## src/hdl/tsp_pkg.sv

```systemverilog
// shared constants, field layouts and carriers of the user time stamp processors
package tsp_pkg;

   localparam int unsigned NUM_SRC = 11;
   localparam int unsigned NUM_PROC = 2;
   localparam int unsigned TIME_W = 80;
   localparam int unsigned FRAC_W = 40;
   localparam int unsigned MISS_W = 8;
   localparam int unsigned NOM_W = 16;
   localparam int unsigned TIME_BYTES = 10;

   // register indices; byte address is four times the index
   localparam logic [13:0] IDX_UPDATE = 14'h000f;
   localparam logic [13:0] IDX_CFG0 = 14'h2a12;
   localparam logic [13:0] IDX_CFG1 = 14'h2a13;
   localparam logic [13:0] IDX_NOM0 = 14'h2a18;
   localparam logic [13:0] IDX_NOM1 = 14'h2a19;
   localparam logic [13:0] IDX_STATUS = 14'h300f;
   localparam logic [13:0] IDX_MASK = 14'h3010;
   localparam logic [13:0] IDX_TIME0 = 14'h3a14;
   localparam logic [13:0] IDX_MISS0 = 14'h3a1e;
   localparam logic [13:0] IDX_ERR0 = 14'h3a1f;
   localparam logic [13:0] IDX_TIME1 = 14'h3a20;
   localparam logic [13:0] IDX_MISS1 = 14'h3a2a;
   localparam logic [13:0] IDX_ERR1 = 14'h3a2b;

   // field positions
   localparam int unsigned UPDATE_BIT = 0;
   localparam int unsigned STAT_BIT0 = 2;
   localparam int unsigned ERR_BIT = 0;
   localparam logic [7:0] CFG_WMASK = 8'hbf;
   localparam logic [7:0] STAT_WMASK = 8'h0c;

   // values after reset, missed-count limit and tolerance shift
   localparam logic [7:0] CFG_RST = 8'h00;
   localparam logic [7:0] STAT_RST = 8'h00;
   localparam logic [NOM_W-1:0] NOM_RST = 16'h0000;
   localparam logic [MISS_W-1:0] MISS_MAX = 8'hff;
   localparam int unsigned TOL_SHIFT = 2;

   // configuration byte: bit7 time base, bit6 reserved, bit5 tags only, 4:0 source
   typedef struct packed {
      logic tbase;
      logic rsvd;
      logic tag_only;
      logic [4:0] sel;
   } proc_cfg_type;

   typedef struct packed {
      logic [NUM_SRC-1:0] valid;
      logic [NUM_SRC-1:0] tag;
   } stamp_bus_type;

endpackage : tsp_pkg

```

## src/hdl/user_time_stamp_processor.sv

```systemverilog
// two user time stamp processors with an apb register slave
// How it works
// - 5-bit selector picks each processor's stamp source
// - config bit 7 picks the aux nco
// - stamps are elapsed time on assigned nco
// - results readable in two ten-byte ranges
// - conversion happens on each arriving stamp
// - conversion done sets status bit unless masked
// - missed counter counts lost stamps before current
// - reading missed counter clears it
// - off-period stamp sets error flag bit 0
// - result is 40.40 fixed point word
// - integer count equals one nco period
// - tag-only bit drops untagged stamps
// - update strobe refreshes time and missed count
//
// The APB register port was left to the implementer.
`timescale 1ns/1ps
module user_time_stamp_processor (
   input wire logic pclk,
   input wire logic presetn,
   input wire logic psel,
   input wire logic penable,
   input wire logic pwrite,
   input wire logic [15:0] paddr,
   input wire logic [31:0] pwdata,
   output logic [31:0] prdata,
   output logic pready,
   output logic pslverr,
   input wire tsp_pkg::stamp_bus_type stamps,
   input wire logic [tsp_pkg::TIME_W-1:0] nco0_time,
   input wire logic [tsp_pkg::TIME_W-1:0] nco1_time,
   output logic irq
);
   import tsp_pkg::*;

   ////////////////////////////////////////////////////////////////////////////
   // functions

   function automatic logic src_hit(proc_cfg_type c, stamp_bus_type b);
      logic h;
      h = 1'b0;
      if (c.sel < 5'(NUM_SRC)) begin
         h = b.valid[c.sel[3:0]] & (~c.tag_only | b.tag[c.sel[3:0]]);
      end
      return h;
   endfunction : src_hit

   function automatic logic map_hit(logic [13:0] i);
      logic h;
      h = 1'b0;
      if (i == IDX_UPDATE || i == IDX_CFG0 || i == IDX_CFG1) begin
         h = 1'b1;
      end else if (i == IDX_NOM0 || i == IDX_NOM1) begin
         h = 1'b1;
      end else if (i == IDX_STATUS || i == IDX_MASK) begin
         h = 1'b1;
      end else if (i >= IDX_TIME0 && i <= IDX_ERR0) begin
         h = 1'b1;
      end else if (i >= IDX_TIME1 && i <= IDX_ERR1) begin
         h = 1'b1;
      end
      return h;
   endfunction : map_hit

   function automatic logic [7:0] time_byte(logic [TIME_W-1:0] t, logic [13:0] off);
      logic [3:0] k;
      k = off[3:0];
      return t[{k, 3'b000} +: 8];
   endfunction : time_byte

   ////////////////////////////////////////////////////////////////////////////
   // bus decode

   logic [13:0] idx;
   logic acc_ph;
   logic wr_en;
   logic rd_en;
   logic hit;
   logic upd;
   logic [31:0] rd_data;

   assign idx = paddr[15:2];
   assign hit = map_hit(idx) & (paddr[1:0] == 2'b00);
   assign acc_ph = psel & penable;
   assign wr_en = acc_ph & pwrite & hit;
   assign rd_en = acc_ph & ~pwrite & hit;
   // zero wait states: every access completes in its first access cycle
   assign pready = acc_ph;
   assign pslverr = acc_ph & ~hit;
   assign upd = wr_en & (idx == IDX_UPDATE) & pwdata[UPDATE_BIT];

   ////////////////////////////////////////////////////////////////////////////
   // configuration

   proc_cfg_type cfg_r [NUM_PROC];
   logic [NOM_W-1:0] nom_r [NUM_PROC];
   logic [7:0] mask_r;

   always_ff @(posedge pclk or negedge presetn) begin
      if (!presetn) begin
         cfg_r[0] <= CFG_RST;
         cfg_r[1] <= CFG_RST;
      end else if (wr_en && idx == IDX_CFG0) begin
         cfg_r[0] <= pwdata[7:0] & CFG_WMASK;
      end else if (wr_en && idx == IDX_CFG1) begin
         cfg_r[1] <= pwdata[7:0] & CFG_WMASK;
      end
   end

   // nominal stamp spacing in pclk cycles; zero leaves the period check off
   always_ff @(posedge pclk or negedge presetn) begin
      if (!presetn) begin
         nom_r[0] <= NOM_RST;
         nom_r[1] <= NOM_RST;
      end else if (wr_en && idx == IDX_NOM0) begin
         nom_r[0] <= pwdata[NOM_W-1:0];
      end else if (wr_en && idx == IDX_NOM1) begin
         nom_r[1] <= pwdata[NOM_W-1:0];
      end
   end

   // a set mask bit keeps its status bit from ever being raised
   always_ff @(posedge pclk or negedge presetn) begin
      if (!presetn) begin
         mask_r <= STAT_RST;
      end else if (wr_en && idx == IDX_MASK) begin
         mask_r <= pwdata[7:0] & STAT_WMASK;
      end
   end

   ////////////////////////////////////////////////////////////////////////////
   // stamp acceptance and conversion

   logic [NUM_PROC-1:0] acc;
   logic [TIME_W-1:0] base_time [NUM_PROC];

   // selector codes above the last source never match
   always_comb begin
      for (int p = 0; p < NUM_PROC; p++) begin
         acc[p] = src_hit(cfg_r[p], stamps);
      end
   end

   // either processor may follow either nco
   always_comb begin
      for (int p = 0; p < NUM_PROC; p++) begin
         base_time[p] = cfg_r[p].tbase ? nco1_time : nco0_time;
      end
   end

   logic [TIME_W-1:0] live_time_r [NUM_PROC];
   logic [NUM_PROC-1:0] live_err_r;
   logic [NUM_PROC-1:0] seen_r;
   logic [NOM_W:0] gap_r [NUM_PROC];

   // cycles since last accepted stamp, saturating so a long pause still errors
   always_ff @(posedge pclk or negedge presetn) begin
      if (!presetn) begin
         for (int p = 0; p < NUM_PROC; p++) begin
            gap_r[p] <= '0;
         end
      end else begin
         for (int p = 0; p < NUM_PROC; p++) begin
            if (acc[p]) begin
               gap_r[p] <= (NOM_W+1)'(1);
            end else if (gap_r[p] != '1) begin
               gap_r[p] <= gap_r[p] + (NOM_W+1)'(1);
            end
         end
      end
   end

   // the first accepted stamp has no gap to judge, so it never errs
   always_ff @(posedge pclk or negedge presetn) begin
      if (!presetn) begin
         seen_r <= '0;
      end else begin
         seen_r <= seen_r | acc;
      end
   end

   logic [NOM_W:0] tol [NUM_PROC];
   logic [NUM_PROC-1:0] off_period;

   always_comb begin
      for (int p = 0; p < NUM_PROC; p++) begin
         tol[p] = (NOM_W+1)'(nom_r[p] >> TOL_SHIFT);
         // a zero nominal period turns the check off
         off_period[p] = seen_r[p] & (nom_r[p] != '0) &
            ((gap_r[p] > {1'b0, nom_r[p]} + tol[p]) ||
             (gap_r[p] + tol[p] < {1'b0, nom_r[p]}));
      end
   end

   // nco time already counts whole periods above a 40-bit fraction
   always_ff @(posedge pclk or negedge presetn) begin
      if (!presetn) begin
         for (int p = 0; p < NUM_PROC; p++) begin
            live_time_r[p] <= '0;
         end
      end else begin
         for (int p = 0; p < NUM_PROC; p++) begin
            if (acc[p]) begin
               live_time_r[p] <= base_time[p];
            end
         end
      end
   end

   // the flag travels with the stamp it was judged on
   always_ff @(posedge pclk or negedge presetn) begin
      if (!presetn) begin
         live_err_r <= '0;
      end else begin
         for (int p = 0; p < NUM_PROC; p++) begin
            if (acc[p]) begin
               live_err_r[p] <= off_period[p];
            end
         end
      end
   end

   ////////////////////////////////////////////////////////////////////////////
   // missed stamps

   logic [NUM_PROC-1:0] pend_r;
   logic [MISS_W-1:0] miss_r [NUM_PROC];

   // a stamp landing with the update strobe starts the next series
   always_ff @(posedge pclk or negedge presetn) begin
      if (!presetn) begin
         pend_r <= '0;
      end else if (upd) begin
         pend_r <= acc;
      end else begin
         pend_r <= pend_r | acc;
      end
   end

   always_ff @(posedge pclk or negedge presetn) begin
      if (!presetn) begin
         for (int p = 0; p < NUM_PROC; p++) begin
            miss_r[p] <= '0;
         end
      end else begin
         for (int p = 0; p < NUM_PROC; p++) begin
            if (upd) begin
               miss_r[p] <= '0;
            end else if (acc[p] && pend_r[p] && miss_r[p] != MISS_MAX) begin
               miss_r[p] <= miss_r[p] + MISS_W'(1);
            end
         end
      end
   end

   ////////////////////////////////////////////////////////////////////////////
   // snapshot for software

   logic [TIME_W-1:0] snap_time_r [NUM_PROC];
   logic [MISS_W-1:0] snap_miss_r [NUM_PROC];
   logic [NUM_PROC-1:0] snap_err_r;

   always_ff @(posedge pclk or negedge presetn) begin
      if (!presetn) begin
         for (int p = 0; p < NUM_PROC; p++) begin
            snap_time_r[p] <= '0;
         end
      end else if (upd) begin
         for (int p = 0; p < NUM_PROC; p++) begin
            snap_time_r[p] <= live_time_r[p];
         end
      end
   end

   // a refresh wins over a read clear landing in the same cycle
   always_ff @(posedge pclk or negedge presetn) begin
      if (!presetn) begin
         for (int p = 0; p < NUM_PROC; p++) begin
            snap_miss_r[p] <= '0;
         end
      end else begin
         for (int p = 0; p < NUM_PROC; p++) begin
            if (upd) begin
               snap_miss_r[p] <= miss_r[p];
            end else if (rd_en && idx == (p == 0 ? IDX_MISS0 : IDX_MISS1)) begin
               snap_miss_r[p] <= '0;
            end
         end
      end
   end

   always_ff @(posedge pclk or negedge presetn) begin
      if (!presetn) begin
         snap_err_r <= '0;
      end else if (upd) begin
         snap_err_r <= live_err_r;
      end
   end

   ////////////////////////////////////////////////////////////////////////////
   // event status and interrupt

   logic [7:0] status_r;
   logic [7:0] stat_set;
   logic [7:0] stat_clr;

   always_comb begin
      stat_set = '0;
      for (int p = 0; p < NUM_PROC; p++) begin
         stat_set[STAT_BIT0+p] = acc[p] & ~mask_r[STAT_BIT0+p];
      end
   end

   // write one to clear, limited to the two stamp bits
   always_comb begin
      stat_clr = 8'h00;
      if (wr_en && idx == IDX_STATUS) begin
         stat_clr = pwdata[7:0] & STAT_WMASK;
      end
   end

   // set wins over a write-one-to-clear in the same cycle
   always_ff @(posedge pclk or negedge presetn) begin
      if (!presetn) begin
         status_r <= STAT_RST;
      end else begin
         status_r <= (status_r & ~stat_clr) | stat_set;
      end
   end

   assign irq = |status_r;

   ////////////////////////////////////////////////////////////////////////////
   // read data, registered in the setup cycle

   always_comb begin
      rd_data = '0;
      if (idx == IDX_CFG0) begin
         rd_data[7:0] = cfg_r[0];
      end else if (idx == IDX_CFG1) begin
         rd_data[7:0] = cfg_r[1];
      end else if (idx == IDX_NOM0) begin
         rd_data[NOM_W-1:0] = nom_r[0];
      end else if (idx == IDX_NOM1) begin
         rd_data[NOM_W-1:0] = nom_r[1];
      end else if (idx == IDX_STATUS) begin
         rd_data[7:0] = status_r;
      end else if (idx == IDX_MASK) begin
         rd_data[7:0] = mask_r;
      end else if (idx >= IDX_TIME0 && idx < IDX_MISS0) begin
         rd_data[7:0] = time_byte(snap_time_r[0], idx - IDX_TIME0);
      end else if (idx == IDX_MISS0) begin
         rd_data[MISS_W-1:0] = snap_miss_r[0];
      end else if (idx == IDX_ERR0) begin
         rd_data[ERR_BIT] = snap_err_r[0];
      end else if (idx >= IDX_TIME1 && idx < IDX_MISS1) begin
         rd_data[7:0] = time_byte(snap_time_r[1], idx - IDX_TIME1);
      end else if (idx == IDX_MISS1) begin
         rd_data[MISS_W-1:0] = snap_miss_r[1];
      end else if (idx == IDX_ERR1) begin
         rd_data[ERR_BIT] = snap_err_r[1];
      end
   end

   always_ff @(posedge pclk or negedge presetn) begin
      if (!presetn) begin
         prdata <= '0;
      end else if (psel && !penable && !pwrite) begin
         // misaligned or unmapped reads return zero alongside the error
         prdata <= hit ? rd_data : 32'h0000_0000;
      end
   end

endmodule : user_time_stamp_processor

```

## config.mk

```make
export PLATFORM = sky130hd
export DESIGN_NAME = user_time_stamp_processor
export DESIGN_NICKNAME = d
export VERILOG_FILES = /design/src/hdl/tsp_pkg.sv /design/src/hdl/user_time_stamp_processor.sv
export SDC_FILE = /design/constraint.sdc
export NUM_CORES = 1
export LEC_CHECK = 0
export BUFFER_PORTS_ARGS = -buffer_cell sky130_fd_sc_hd__buf_2
export CORE_MARGIN = 2
export CORE_UTILIZATION = 48
export CTS_BUF_LIST = sky130_fd_sc_hd__clkbuf_2
export DETAILED_ROUTE_END_ITERATION = 6
export PLACE_DENSITY = 0.7
export RECOVER_POWER = 50
export SYNTH_ARGS = -nofsm -noshare
export SYNTH_HDL_FRONTEND = slang
export SYNTH_SLANG_ARGS = --single-unit
```

## constraint.sdc

```tcl
create_clock -name pclk -period 4.05 [get_ports pclk]
set_input_delay 1.0125 -clock pclk [delete_from_list [all_inputs] [get_ports pclk]]
set_output_delay 1.0125 -clock pclk [all_outputs]
set_load 0.02 [all_outputs]
```

==> flow_summary.json <==
{
  "status": "finished, violations left",
  "violations": "capacitance limit, slew limit",
  "pwr-share-seq_pct": 54.1,
  "holdPathEnd": "live_time_r[75]",
  "max_stage_delay_ns": 0.41,
  "worst_slew_pin_slew_ns": 2.35,
  "die_height_um": 236,
  "start_util_pct": 48.8,
  "rows": 84,
  "place_area_um2": 28000,
  "period_minus_slack_ns": 3.92,
  "numCtsBuffers": 118,
  "avgViaCountPerCell": 5.61,
  "grt_start_max_net_pins": 139,
  "antenna_found_initial": 8,
  "slew_viol_final": 81,
  "p_leak_nw": 14.1,
  "path_buf_inv": 2,
  "synth_async_sr_flop_share_pct": 100,
  "die_w_um": 236,
  "crit_path_end_kind": "primary output",
  "yosys-top-cells-count": "nand2_1, dfrtp_1, mux2i_1",
  "cp_max_fo": 4,
  "drive_gt1_share_pct": 20.4,
  "place_congestion": 0.933,
  "gr-total-overflow": 0,
  "synth_ff_type": "dfrtp_1",
  "p_per_area_nw_per_um2": 320,
  "regToRegSetupSlack_ns": 0.22,
  "combPwrFrac_pct": 11.9,
  "crit_type": "in -> out",
  "port_buffers": 237,
  "synth_area_um2": 25800,
  "synth.largest_area_cell": "dfrtp_1",
  "drt-wirelength-per-cell_um": 18.6,
  "finalInstanceArea_um2": 29200,
  "final_antenna_net_count": 0,
  "hold_viol": 0,
  "clock_power_share_pct": 34.0,
  "crit_arrival_ns": 2.91,
  "yosysSeqAreaShare_pct": 44.6,
  "clk_latency_ns": 1.17,
  "netlist_top_cells_area": "dfrtp_1, nand2_1, mux2i_1",
  "synth-seq-cells": 460,
  "clkSinkCount": 460,
  "avgSynthCellArea_um2": 9.49,
  "clk_pin_slew_ns": 0.10,
  "cell_internal_pwr_mw": 6.55,
  "setup_ws_ns": 0.131,
  "fin_skew_ns": 0.124,
  "min_path_type": "in -> reg",
  "nNetsFinal": 3400,
  "cts-root-buf": "clkbuf_2",
  "synth_edf_count": 0,
  "use_met3_pct": 5.39,
  "cpMaxStageDelayCell": "o211ai_1",
  "worstPathRequired_ns": 3.04,
  "synth.most_common_cell": "nand2_1",
  "post-route-period-util_pct": 96.8,
  "ys_types": 84,
  "switching_share_pct": 29.8,
  "cts-htree-levels": 3,
  "r2r_cells": 18,
  "setup.worst_path.start_class": "primary input",
  "dp_hpwl_mm": 52.2,
  "critPathMostFrequentCell": "buf_2",
  "pre_cts_slack_ns": -0.0443,
  "io_pins": 270,
  "grt_pass1_vias": 21200,
  "yosysWarnings": 0,
  "drc": 0,
  "firstDrtPassIters": 5,
  "min_from": "nco1_time[75]",
  "setup_violations": 0,
  "synthCells": 2716,
  "core_area_um2": 52900,
  "finalWirelength_mm": 70.9,
  "cts_tree": "yes",
  "clock.fmax_ghz": 0.255,
  "hold_ws_ns": 0.144,
  "irDropWorstVdd_mv": 0.244,
  "power_switching_mw": 2.78,
  "die_area_um2": 55600,
  "hold_depth": 3,
  "grt_use_total_pct": 25.4,
  "grt_first_pass_wirelength_mm": 112,
  "top_usage_layer": "met2",
  "r2r-end": "live_err_r[0]",
  "use_met2_pct": 42.8,
  "vias": 21300,
  "crit_family": "compound AO/OA/AOI/OAI gates",
  "post-synth-top-area-fraction_pct": 44.6,
  "max_slew_margin_pct": -56.7,
  "clk_path_buf_depth": 3,
  "grtUsageMet1_pct": 32.1,
  "maxCapViolCount": 1,
  "cp-startpoint": "paddr[8]",
  "reg2reg_from": "nom_r[18]",
  "initialDrtViolationCount": 1567,
  "path_cells": "buf_2 > o31a_1 > o211ai_1 > a22oi_1 > o31ai_1 > and2_2 > buf_2",
  "area_delta_synth_final_pct": 13.1
}
==> cells in the final DEF, fill, tap and decap left out, types with 49 or more instances in the layout <==
cell type / netlist / final
nand2_1: 645 / 644
dfrtp_1: 460 / 457
buf_2: 55 / 234
mux2i_1: 197 / 197
nor2_1: 183 / 183
clkbuf_2: 1 / 171
a21oi_1: 163 / 158
ha_1: 130 / 129
o21ai_0: 129 / 123
buf_4: 24 / 79
inv_1: 66 / 65
nand3_1: 50 / 49
==> metrics by stage <==
step	util, %	total power [mW]	cells	TNS [ns]
5_1_grt	55.2	9.84	3802	-0.0366
3_3_place_gp	53.0	6.19	3595	0
4_1_cts	55.0	9.43	3796	0
6_report	55.2	9.32	3805	0
2_1_floorplan	-	5.72	2731	0
3_5_place_dp	53.0	6.24	3595	-0.0443
==> power groups by stage <==
stage	Sequential (mW)	Combinational, mW	Clock (mW)
after floorplan	5.08	0.643	0
after global placement	5.12	1.07	0
after global routing	5.08	1.26	3.50
after detailed placement	5.13	1.11	0
after CTS	5.04	1.12	3.26
final	5.04	1.11	3.17
==> tightest hold or removal path, cell delays in order <==
cell     delay (ns)
buf_2          0.09
mux2i_1        0.06
o21ai_0        0.13
==> kinds of logic (layout without fill, tap and decap cells) <==
family	count (synthesis)	count (layout)	share of synthesized area [%]
muxes	280	280	13.0
AOI/OAI and AO/OA	484	484	11.5
and+or+nand+nor	1050	1050	17.3
xor gates and xnor gates	86	86	2.92
DFF	460	460	44.6
buffers and inverters	221	601	3.96
other	1	22	0.0145
adders and majority gates	134	134	6.62
==> cell type report <==
class	count	area, µm²
inverters	67	251
repair buffers	334	2030
multi-input cells	2050	13400
diodes	6	15.0
fillers	4764	23700
clock buffers	167	836
well taps	688	861
flip-flops and latches	460	11500
clock inverters	33	208
==> per-layer routing <==
layer / wire length, µm / up-vias
met2: 34700 / 710
met4: 2350 / 2
met5: 11 / -
li1: - / 10100
met3: 4640 / 136
met1: 29100 / 10400
==> flip-flops by register name, summed over array words and instances (netlist names), 14 cells and up <==
signal	count
cfg_r	14
gap_r	34
live_time_r	160
miss_r	16
nom_r	32
prdata	16
snap_miss_r	16
snap_time_r	160
==> worst max path at each step <==
stage	endpoint	slack (ns)	cells past startpoint
floorplan	pslverr	0.1	10
global placement	live_err_r[1]	0.07	16
detailed placement	live_err_r[1]	-0.04	16
CTS	live_err_r[1]	0.01	17
global route	live_err_r[0]	-0.02	18
finish	pslverr	0.13	7
==> timing repair <==
item | in CTS | in global routing
resized for setup | 2 | 32
setup endpoints to repair | 1 | 2
endpoints found under the hold margin | 74 | 0
hold buffers | 1 | 0
setup buffers | 0 | 3
pin swaps | 0 | 24
Power figures use the tool's default switching activity.
